[config.mk]
export PLATFORM = sky130hd
export DESIGN_NAME = prsw_readback
export DESIGN_NICKNAME = d
export VERILOG_FILES = /design/src/rtl/prsw_pkg.sv /design/src/rtl/prsw_sync.sv /design/src/rtl/prsw_readback.sv
export VERILOG_INCLUDE_DIRS = /design/src /design/src/rtl
export SDC_FILE = /design/constraint.sdc
export NUM_CORES = 1
export LEC_CHECK = 0
export BUFFER_PORTS_ARGS = -buffer_cell sky130_fd_sc_hd__buf_4
export CORE_UTILIZATION = 50
export CTS_CLUSTER_DIAMETER = 40
export DETAILED_ROUTE_END_ITERATION = 10
export PLACE_DENSITY_LB_ADDON = 0.3
export SKIP_LAST_GASP = 1
export SYNTH_ARGS = -nofsm -noshare
export SYNTH_HDL_FRONTEND = slang
export SYNTH_HIERARCHICAL = 1
export SYNTH_SLANG_ARGS = --single-unit
export TNS_END_PERCENT = 5
[constraint.sdc]
create_clock -name ref_clk -period 1.55 [get_ports ref_clk]
set_input_delay 0.2325 -clock ref_clk [delete_from_list [all_inputs] [get_ports ref_clk]]
set_output_delay 0.2325 -clock ref_clk [all_outputs]
set_load 0.03 [all_outputs]
[src/rtl/prsw_defines.svh]
`ifndef PRSW_DEFINES_SVH
`define PRSW_DEFINES_SVH

// Readback word layout
`define PRSW_WORD_WIDTH      24
`define PRSW_TYPE_HI_POS     23
`define PRSW_TYPE_LO_POS     22
`define PRSW_CHAN_ON_POS     21
`define PRSW_FORCE_SW_POS    11
`define PRSW_SENSE_SW_POS    10
`define PRSW_CLAMP_POS       9
`define PRSW_CMP_OUT_POS     8
`define PRSW_COMPARE_V_POS   7
`define PRSW_ALARM_LATCH_POS 6
`define PRSW_ALARM_LIVE_POS  5
`define PRSW_CMP_FIELD_MSB   21

// Word type codes carried in bits 23:22
`define PRSW_PMU_TYPE        2'h0
`define PRSW_CMP_TYPE        2'h1

// Reset values of the per-channel state
`define PRSW_RST_CHAN_ON     1'b0
`define PRSW_RST_FORCE_SW    1'b0
`define PRSW_RST_SENSE_SW    1'b0
`define PRSW_RST_CLAMP       1'b0
`define PRSW_RST_CMP_OUT     1'b0
`define PRSW_RST_COMPARE_V   1'b0

// Shift frame length in serial clock edges
`define PRSW_SHIFT_COUNT     5'h18

`endif

[src/rtl/prsw_pkg.sv]
package prsw_pkg;

    // Which readback word the host asked for
    typedef enum logic {
        PRSW_PMU_WORD,
        PRSW_CMP_WORD
    } prsw_word_type;

    // Serial readback frame states
    typedef enum logic {
        PRSW_IDLE,
        PRSW_SHIFT
    } prsw_fsm_type;

endpackage

[src/rtl/prsw_sync.sv]
`timescale 1ns/1ps
`default_nettype none

// Three-stage synchroniser: a bit changes once stages two and three agree
module prsw_sync #(
    parameter int WIDTH = 1
) (
    input  wire logic             ref_clk,
    input  wire logic             nrst,
    input  wire logic [WIDTH-1:0] asyncIn,
    output var  logic [WIDTH-1:0] syncOut
);

    logic [WIDTH-1:0] stage1;
    logic [WIDTH-1:0] stage2;
    logic [WIDTH-1:0] stage3;
    logic [WIDTH-1:0] next_syncOut;

    // Accept each bit only when the two settled stages match
    always_comb begin
        for (int i = 0; i < WIDTH; i++) begin
            next_syncOut[i] = (stage2[i] == stage3[i]) ? stage3[i]
                                                       : syncOut[i];
        end
    end

    // Register chain
    always_ff @(posedge ref_clk) begin
        if (!nrst) begin
            stage1  <= '0;
            stage2  <= '0;
            stage3  <= '0;
            syncOut <= '0;
        end else begin
            stage1  <= asyncIn;
            stage2  <= stage1;
            stage3  <= stage2;
            syncOut <= next_syncOut;
        end
    end

endmodule

`default_nettype wire

[src/rtl/prsw_readback.sv]
`timescale 1ns/1ps
`default_nettype none
`include "prsw_defines.svh"

// Notes on behaviour
// - PMU word bit 9 shows clamp enable
// - Clamp bit follows last write, either path
// - PMU word bit 8 shows comparator output enable
// - Comparator enable follows last write, either path
// - Bit 7 high means comparing voltage
// - Bit 6 latched, bit 5 live temperature alarm
// - Alarm flags follow the alarm output pin
// - Latched alarm holds until clear bit written while the alarm pin is not driven
// - Unused readback positions return zeros
// - Comparator word read-only, type code 01
// - Bits 21..14 carry low/high comparator per channel
// - PMU word bit 21 shows channel enable
// - Bits 11 and 10 show system force and sense switched in
module prsw_readback #(
    parameter int NUM_CHAN = 4
) (
    input  wire logic                    ref_clk,
    input  wire logic                    nrst,
    input  wire logic                    sysCtrlWrite,
    input  wire logic                    sysClampEn,
    input  wire logic                    sysCmpOutEn,
    input  wire logic                    pmuWrite,
    input  wire logic [NUM_CHAN-1:0]     pmuChanMask,
    input  wire logic                    pmuChannelOn,
    input  wire logic                    pmuForceSwitch,
    input  wire logic                    pmuSenseSwitch,
    input  wire logic                    pmuClampEn,
    input  wire logic                    pmuCmpOutEn,
    input  wire logic                    pmuCompareVolt,
    input  wire logic                    pmuClearAlarm,
    input  wire logic                    readbackReq,
    input  wire prsw_pkg::prsw_word_type readbackKind,
    input  wire logic [1:0]              readbackChan,
    input  wire logic                    overTempRaw,
    input  wire logic [NUM_CHAN-1:0]     cmpLowRaw,
    input  wire logic [NUM_CHAN-1:0]     cmpHighRaw,
    input  wire logic                    serialClkPin,
    input  wire logic                    serialSyncNPin,
    output var  logic                    serialOutLine,
    output var  logic                    serialOutOe,
    output var  logic                    thermAlarmPinOut,
    output var  logic                    thermAlarmPinOe,
    output var  logic                    readbackPending
);

    localparam int WW = `PRSW_WORD_WIDTH;

    // Synchronised pin levels
    logic                thermLive;
    logic [NUM_CHAN-1:0] cmpLow;
    logic [NUM_CHAN-1:0] cmpHigh;
    logic                sclkSync;
    logic                syncNSync;

    // Per-channel control state
    logic [NUM_CHAN-1:0] chanOn;
    logic [NUM_CHAN-1:0] forceSw;
    logic [NUM_CHAN-1:0] senseSw;
    logic [NUM_CHAN-1:0] clampEn;
    logic [NUM_CHAN-1:0] cmpOutEn;
    logic [NUM_CHAN-1:0] compareV;
    logic [NUM_CHAN-1:0] next_chanOn;
    logic [NUM_CHAN-1:0] next_forceSw;
    logic [NUM_CHAN-1:0] next_senseSw;
    logic [NUM_CHAN-1:0] next_clampEn;
    logic [NUM_CHAN-1:0] next_cmpOutEn;
    logic [NUM_CHAN-1:0] next_compareV;

    // Temperature alarm state
    logic thermLatched;
    logic next_thermLatched;
    logic next_thermAlarmPinOe;

    // Readback frame state
    prsw_pkg::prsw_fsm_type state;
    prsw_pkg::prsw_fsm_type next_state;
    logic [WW-1:0] heldWord;
    logic [WW-1:0] next_heldWord;
    logic [WW-1:0] shiftReg;
    logic [WW-1:0] next_shiftReg;
    logic [4:0]    bitCount;
    logic [4:0]    next_bitCount;
    logic          sclkPrev;
    logic          syncNPrev;
    logic          next_readbackPending;
    logic          next_serialOutLine;
    logic          next_serialOutOe;
    logic          sclkRise;
    logic          frameStart;
    logic          frameEnd;

    // Pins that arrive from outside the clock domain
    prsw_sync #(
        .WIDTH (3 + 2 * NUM_CHAN)
    ) u_pin_sync (
        .ref_clk (ref_clk),
        .nrst    (nrst),
        .asyncIn ({overTempRaw, cmpLowRaw, cmpHighRaw,
                   serialClkPin, serialSyncNPin}),
        .syncOut ({thermLive, cmpLow, cmpHigh, sclkSync, syncNSync})
    );

    // PMU state readback word for one channel; the live alarm bit uses
    // the registered pin drive so it always matches the pin
    function automatic logic [WW-1:0] pmuWord(input logic [1:0] ch);
        logic [WW-1:0] w;
        w = '0;
        w[`PRSW_TYPE_HI_POS:`PRSW_TYPE_LO_POS] = `PRSW_PMU_TYPE;
        w[`PRSW_CHAN_ON_POS]     = chanOn[ch];
        w[`PRSW_FORCE_SW_POS]    = forceSw[ch];
        w[`PRSW_SENSE_SW_POS]    = senseSw[ch];
        w[`PRSW_CLAMP_POS]       = clampEn[ch];
        w[`PRSW_CMP_OUT_POS]     = cmpOutEn[ch];
        w[`PRSW_COMPARE_V_POS]   = compareV[ch];
        w[`PRSW_ALARM_LATCH_POS] = thermLatched;
        w[`PRSW_ALARM_LIVE_POS]  = thermAlarmPinOe;
        return w;
    endfunction

    // Comparator status word, channel 0 first, low then high
    function automatic logic [WW-1:0] cmpWord();
        logic [WW-1:0] w;
        w = '0;
        w[`PRSW_TYPE_HI_POS:`PRSW_TYPE_LO_POS] = `PRSW_CMP_TYPE;
        for (int i = 0; i < NUM_CHAN; i++) begin
            w[`PRSW_CMP_FIELD_MSB - 2 * i]     = cmpLow[i];
            w[`PRSW_CMP_FIELD_MSB - 2 * i - 1] = cmpHigh[i];
        end
        return w;
    endfunction

    // Channel control: the later of the two write paths wins; when both
    // arrive in one cycle the PMU write is applied last and takes effect
    always_comb begin
        next_chanOn   = chanOn;
        next_forceSw  = forceSw;
        next_senseSw  = senseSw;
        next_clampEn  = clampEn;
        next_cmpOutEn = cmpOutEn;
        next_compareV = compareV;
        if (sysCtrlWrite) begin
            next_clampEn  = {NUM_CHAN{sysClampEn}};
            next_cmpOutEn = {NUM_CHAN{sysCmpOutEn}};
        end
        if (pmuWrite) begin
            for (int i = 0; i < NUM_CHAN; i++) begin
                if (pmuChanMask[i]) begin
                    next_chanOn[i]   = pmuChannelOn;
                    next_forceSw[i]  = pmuForceSwitch;
                    next_senseSw[i]  = pmuSenseSwitch;
                    next_clampEn[i]  = pmuClampEn;
                    next_cmpOutEn[i] = pmuCmpOutEn;
                    next_compareV[i] = pmuCompareVolt;
                end
            end
        end
    end

    // Channel control registers
    always_ff @(posedge ref_clk) begin
        if (!nrst) begin
            chanOn   <= {NUM_CHAN{`PRSW_RST_CHAN_ON}};
            forceSw  <= {NUM_CHAN{`PRSW_RST_FORCE_SW}};
            senseSw  <= {NUM_CHAN{`PRSW_RST_SENSE_SW}};
            clampEn  <= {NUM_CHAN{`PRSW_RST_CLAMP}};
            cmpOutEn <= {NUM_CHAN{`PRSW_RST_CMP_OUT}};
            compareV <= {NUM_CHAN{`PRSW_RST_COMPARE_V}};
        end else begin
            chanOn   <= next_chanOn;
            forceSw  <= next_forceSw;
            senseSw  <= next_senseSw;
            clampEn  <= next_clampEn;
            cmpOutEn <= next_cmpOutEn;
            compareV <= next_compareV;
        end
    end

    // Temperature alarm: pin follows the live level, latch holds
    // The set is applied after the clear, so an alarm that is still
    // live wins over a clear written in the same cycle
    always_comb begin
        next_thermAlarmPinOe = thermLive;
        next_thermLatched    = thermLatched;
        if (pmuWrite && pmuClearAlarm) begin
            next_thermLatched = 1'b0;
        end
        if (thermAlarmPinOe) begin
            next_thermLatched = 1'b1;
        end
    end

    // Alarm registers; the open-drain pin only ever pulls low
    always_ff @(posedge ref_clk) begin
        if (!nrst) begin
            thermLatched     <= 1'b0;
            thermAlarmPinOe  <= 1'b0;
            thermAlarmPinOut <= 1'b0;
        end else begin
            thermLatched     <= next_thermLatched;
            thermAlarmPinOe  <= next_thermAlarmPinOe;
            thermAlarmPinOut <= 1'b0;
        end
    end

    // Edge detection on the settled serial pins
    // Each serial clock half period must last two ref_clk cycles or more,
    // otherwise an edge is lost
    assign sclkRise   = sclkSync && !sclkPrev;
    assign frameStart = !syncNSync && syncNPrev;
    assign frameEnd   = syncNSync && !syncNPrev;

    // Readback request capture and serial shift frame
    always_comb begin
        next_state           = state;
        next_heldWord        = heldWord;
        next_readbackPending = readbackPending;
        next_shiftReg        = shiftReg;
        next_bitCount        = bitCount;
        next_serialOutOe     = serialOutOe;
        next_serialOutLine   = serialOutLine;
        case (state)
            prsw_pkg::PRSW_IDLE: begin
                if (frameStart) begin
                    next_state       = prsw_pkg::PRSW_SHIFT;
                    next_serialOutOe = 1'b1;
                    next_bitCount    = 5'h0;
                    if (readbackPending) begin
                        next_shiftReg        = heldWord;
                        next_serialOutLine   = heldWord[WW-1];
                        next_readbackPending = 1'b0;
                    end else begin
                        next_shiftReg      = '0;
                        next_serialOutLine = 1'b0;
                    end
                end
            end
            prsw_pkg::PRSW_SHIFT: begin
                if (frameEnd) begin
                    next_state         = prsw_pkg::PRSW_IDLE;
                    next_serialOutOe   = 1'b0;
                    next_serialOutLine = 1'b0;
                    // After the last data bit a further rise moves a zero
                    // onto the line; the count stops any rise beyond that
                end else if (sclkRise &&
                             bitCount != `PRSW_SHIFT_COUNT) begin
                    next_shiftReg      = {shiftReg[WW-2:0], 1'b0};
                    next_serialOutLine = shiftReg[WW-2];
                    next_bitCount      = bitCount + 5'h1;
                end
            end
            default: begin
                next_state       = prsw_pkg::PRSW_IDLE;
                next_serialOutOe = 1'b0;
            end
        endcase
        // One word per request; a later request replaces the earlier
        if (readbackReq) begin
            next_readbackPending = 1'b1;
            if (readbackKind == prsw_pkg::PRSW_CMP_WORD) begin
                next_heldWord = cmpWord();
            end else begin
                next_heldWord = pmuWord(readbackChan);
            end
        end
    end

    // Frame registers; the previous sync level resets to what the
    // synchroniser shows in reset, so no false frame start follows reset
    always_ff @(posedge ref_clk) begin
        if (!nrst) begin
            state           <= prsw_pkg::PRSW_IDLE;
            heldWord        <= '0;
            readbackPending <= 1'b0;
            shiftReg        <= '0;
            bitCount        <= 5'h0;
            serialOutOe     <= 1'b0;
            serialOutLine   <= 1'b0;
            sclkPrev        <= 1'b0;
            syncNPrev       <= 1'b0;
        end else begin
            state           <= next_state;
            heldWord        <= next_heldWord;
            readbackPending <= next_readbackPending;
            shiftReg        <= next_shiftReg;
            bitCount        <= next_bitCount;
            serialOutOe     <= next_serialOutOe;
            serialOutLine   <= next_serialOutLine;
            sclkPrev        <= sclkSync;
            syncNPrev       <= syncNSync;
        end
    end

endmodule

`default_nettype wire

Yosys cells after proc, flatten, opt, wreduce, memory -nomap -nowiden
Index checks and enable logic that the tools add are counted.
Cells by class
  add/sub/neg operators: 1
  reduce and logical (&&, ||, !) cells: 18
  multiply operators: 0
  multiplexer cells: 49
  shift operators: 0
  order comparisons: 1
  equality and inequality tests: 18
  div/mod/pow operators: 0
  bitwise gates (word level): 1
Operators by type and width (count)
  23-bit 2-to-1 mux: 5
  23-bit one-hot mux with 2 select lines: 1
  1-bit 2-to-1 mux: 26
  4-bit 2-to-1 mux: 4
  5-bit 2-to-1 mux: 3
  2-bit AND reduction: 7
  1-bit binary-select mux with 2-bit select: 6
  1-bit equality test: 11
  5-bit one-hot mux with 2 select lines: 1
  2-bit inequality test (second input constant): 3
  1-bit one-hot mux with 2 select lines: 3
  5-bit by 1-bit adder with 5-bit output (second input constant): 1
  1-bit logical AND: 5
  5-bit inequality test (second input constant): 1
  2-bit by 1-bit inequality test with 1-bit output (second input constant): 2
  2-bit nonzero test: 2
  1-bit zero test: 3
  2-bit by 3-bit < comparator with 1-bit output (second input constant): 1
  3-bit by 1-bit inequality test with 1-bit output (second input constant): 1
  3-bit AND reduction: 1
  1-bit NOT: 1
Word-level totals
  bits in writable memories: 0
  bits in registers: 127
  output and inout bits: 5
  memories: 0
  bits in read-only memories: 0
  latch bits: 0

Depth between registers and ports, before layout
  word-level depth: 6
  mapped depth: 7
  gate-level depth less buffers: 6

Modules after synthesis
The synthesis kept the hierarchy.
Modules (own cells, without submodules)
  prsw_readback: area each 3047.9 um^2, cells each 341, instances 1
  prsw_sync: area each 1315.0 um^2, cells each 114, instances 1

Worst setup path before layout
No wires, ideal clock.
  kind: register -> register
  from: register bitCount[0]
  to: register shiftReg[14]
  data required time: 1.432 ns
  path buffers: 1
  arrival: 1.287 ns
  library setup time: 0.118 ns
  path slack: 0.145 ns
  stages on the path, launching flop included: 8
  clock period less this slack: 1.405 ns
  cell sequence: dfxtp_1 -> inv_1 -> ha_1 -> nand4b_4 -> a41o_4 -> buf_6 -> o21ai_1 -> a21oi_1
Between the ends
  longest elaborated chain between the ends: 4
Ends and longest elaborated chain
  start: declaration: RTL line prsw_readback.sv:86  | logic [4:0] bitCount;
  start signal: assignment: RTL line prsw_readback.sv:290  | bitCount <= next_bitCount;
  5-bit inequality test (no source line)
  1-bit logical AND (no source line)
  2-bit by 1-bit inequality test with 1-bit output (no source line)
  3-bit AND reduction (no source line)
  end signal: assignment: RTL line prsw_readback.sv:289  | shiftReg <= next_shiftReg;
  end: declaration: RTL line prsw_readback.sv:84  | logic [WW-1:0] shiftReg;
Every way passes these cells.
A chain may end at the register's enable or synchronous reset.

Worst setup path after layout
  from: register bitCount[1]
  to: register bitCount[4]
Between the ends
  longest elaborated chain between the ends: 4
Ends and longest elaborated chain
  5-bit by 1-bit adder with 5-bit output or 5-bit inequality test (tied branches)
  5-bit 2-to-1 mux or 1-bit logical AND (tied branches)
  5-bit 2-to-1 mux or 2-bit by 1-bit inequality test with 1-bit output (tied branches)
  5-bit one-hot mux with 2 select lines or 3-bit AND reduction (tied branches)
Parallel ways exist; a longest one is shown, timed or not. The select of a mux whose other input is x is not followed.

==> out/results.ini <==
[worst_setup_path]
crit_type = flop to flop
critical_path.max_stage_delay_ns = 0.38
worstSetupStartpointType = flop
path_delay_family = simple AND/OR/NAND/NOR gates
cp_num_buf_inv = 1
cp.arrival_ns = 1.89
cp_max_fo = 3
cp_slowest_cell = mux2_2
path_cells = buf_4 -> ha_1 -> nand2_1 -> nor4_1 -> mux2_2 -> nor2_1
cp.required_ns = 1.97
cp-end-kind = flop

[run_status]
status = finished clean

[timing]
report.final.slew_viol_count = 0
period_needed_ns = 1.47
hold_viol_final = 0
setup_violations = 0
max_freq_mhz = 680
fin_skew_ns = 0.00841
setup-tns-final_ns = 0
period_share_pct = 94.8
rsz0062_at_grt = true

[detailed_routing]
wirelength_um = 8760
drt-initial-drc-count = 139
wl_per_cell_um = 14.0
vias = 3386
final_antenna_net_count = 0
first_pass_iters = 4
viasPerCell = 5.42
route.detailed.drc = 0

[floorplanning]
die-area_mm2 = 0.00910
core_region_area_mm2 = 0.00834
initial_utilization_pct = 52.3
die_y_um = 95.4
die_x_um = 95.4
ios = 37
num_rows = 33

[clock_network]
cts_tree = built
cts_num_sinks = 115
post_cts_buffers = 0
cts.clk_slew.worst_paths_ns = 0.05
clk_latency_ns = 0.50
root_buffer = clkbuf_8
cts_made_buffers = 17
cts.htree.levels = 4
clk_path_buf_depth = 2

[pwr]
ir_worst_vdd_v = 0.000773
p_leak_nw = 2.11
p_per_area_mw_per_mm2 = 1310
totalPowerFinal_mw = 7.12

[synth]
synth_edf_count = 0
synth_most_common_cell = dfxtp_1
ys_ff_latch = 115
synth_area_leaders = dfxtp_1 (53%), a21oi_1 (6.3%), and2_1 (5.3%), nand2_1 (4.0%), mux4_2 (3.1%)
synth_cells = 455
synth_ff_type = dfxtp_1
synth_cell_type_count = 46
syn_avg_cell_area_um2 = 9.59
netlist_area_mm2 = 0.00436
synth_top_area_share_pct = 52.8
ys_warn_count = 6
async_flop_share_pct = 0
syn_nets = 489
ys_seq_area_share_pct = 52.8
synth_area_leader_cell = dfxtp_1
netlist_top_cells_count = dfxtp_1 (115), a21oi_1 (55), nand2_1 (47)

[global_routing]
antenna_found_initial = 0
grt_max_degree = 77
overflow = 0
grt_pass1_vias = 3079
grt_usage_pct = 20.9
grt_pass1_wl_um = 14500

[finish]
drive_above_1_share_pct = 20.8
fin_nets = 541
synthToLayoutAreaGrowth_pct = 24.9
design_area_mm2 = 0.00545
diodes = 0

[placed_design]
hpwl_um = 5450
place_congestion = 0.821
placed_area_mm2 = 0.00469
io_buffer_count = 35

[worst_hold_path]
hold_class = primary input to flop

[job]
drv_cap = 0

[power breakdown]
part	switching (mW)	internal, mW
combinational	0.183	0.179
clock	1.26	2.42
sequential	0.0407	3.04
[cells in the final DEF, fill, tap and decap left out, drive strengths merged, types with 2 or more instances in the layout]
cell type    netlist  final
a21boi            11     11
a21oi             55     55
a22oi             14     14
a31oi              8      8
a41o               1      3
and2              37     37
and2b              2      2
and3              15     15
buf               13     43
clkbuf            14     25
clkinv             1      3
clkinvlp           0      4
dfxtp            115    115
dlygate4sd3        0     15
ha                 2      2
inv                5      5
mux2               2      2
mux2i              2      2
mux4               6      6
nand2             47     47
nand2b             9      9
nand3             20     20
nand4              2      2
nor2              22     22
nor4               2      2
o21ai             37     37
o22ai              2      2
or2                3      3
[path summary, 6_finish.rpt]
check | start | end | slack [ns] | cells past startpoint
worst max-delay path | bitCount[1]$_SDFFE_PN0P_ | bitCount[4]$_SDFFE_PN0P_ | 0.08 | 6
worst min-delay path | pmuCompareVolt | compareV[0]$_SDFFE_PN0P_ | 0.03 | 3
worst max register to register | bitCount[1]$_SDFFE_PN0P_ | bitCount[4]$_SDFFE_PN0P_ | 0.08 | 6
worst min register to register | u_pin_sync/stage1[8]$_SDFF_PN0_ | u_pin_sync/stage2[8]$_SDFF_PN0_ | 0.42 | 1
[cells by family (layout without fill, tap and decap cells)]
family | count (synthesis) | after routing | synth area share [%]
compound gates | 130 | 132 | 18.4
fa+ha+maj | 2 | 2 | 0.573
buf+inv | 33 | 96 | 3.93
flops | 115 | 115 | 52.8
mux | 10 | 10 | 4.07
other cells | 1 | 1 | 0.0860
simple gates | 164 | 164 | 20.2
[sequential cells by signal, summed over array words and instances (netlist names), 5 cells and up]
register	count
bitCount	5
heldWord	16
u_pin_sync/syncOut	11
u_pin_sync/stage3	11
u_pin_sync/stage1	11
shiftReg	18
u_pin_sync/stage2	11
[worst min-delay path: cells and delay by family]
kind | cells | cell delay (ns)
AO/OA/AOI/OAI | 1 | 0.05
buffers and inverters | 1 | 0.13
AND/OR/NAND/NOR | 1 | 0.06
[layout make-up]
type	count	area, um2
clock inverter	7	70.1
inverter	6	22.5
sequential	115	2300
tap	105	131
multi-input combinational	309	1910
clock buffer	25	514
fill	668	2890
timing repair buffer	58	498
[per-stage QoR]
step,hold WS (ns),setup WS [ns],utilization (%),cells
after floorplan,0.323,0.145,-,455
after global placement,0.414,0.0986,56.3,576
after detailed placement,0.412,0.0231,56.3,576
after CTS,0.0108,0.00936,65.1,623
after global routing,0.0144,0.000134,65.4,625
final,0.0326,0.0804,65.4,625
[metal layers]
metal	wire length, um	global-route usage, %
met1	4040	26.7
met2	4310	33.9
met3	383	6.78
met4	25	5.60
met5	0	0
[repair_timing]
action                                  CTS  global route
resized for setup                         1             1
gates cloned                              0             2
pin swaps                                 0             2
endpoints found under the setup margin    1            16
endpoints found under the hold margin    19             0
hold buffers                             15             0
No activity file was read; power rests on OpenSTA's default activity.
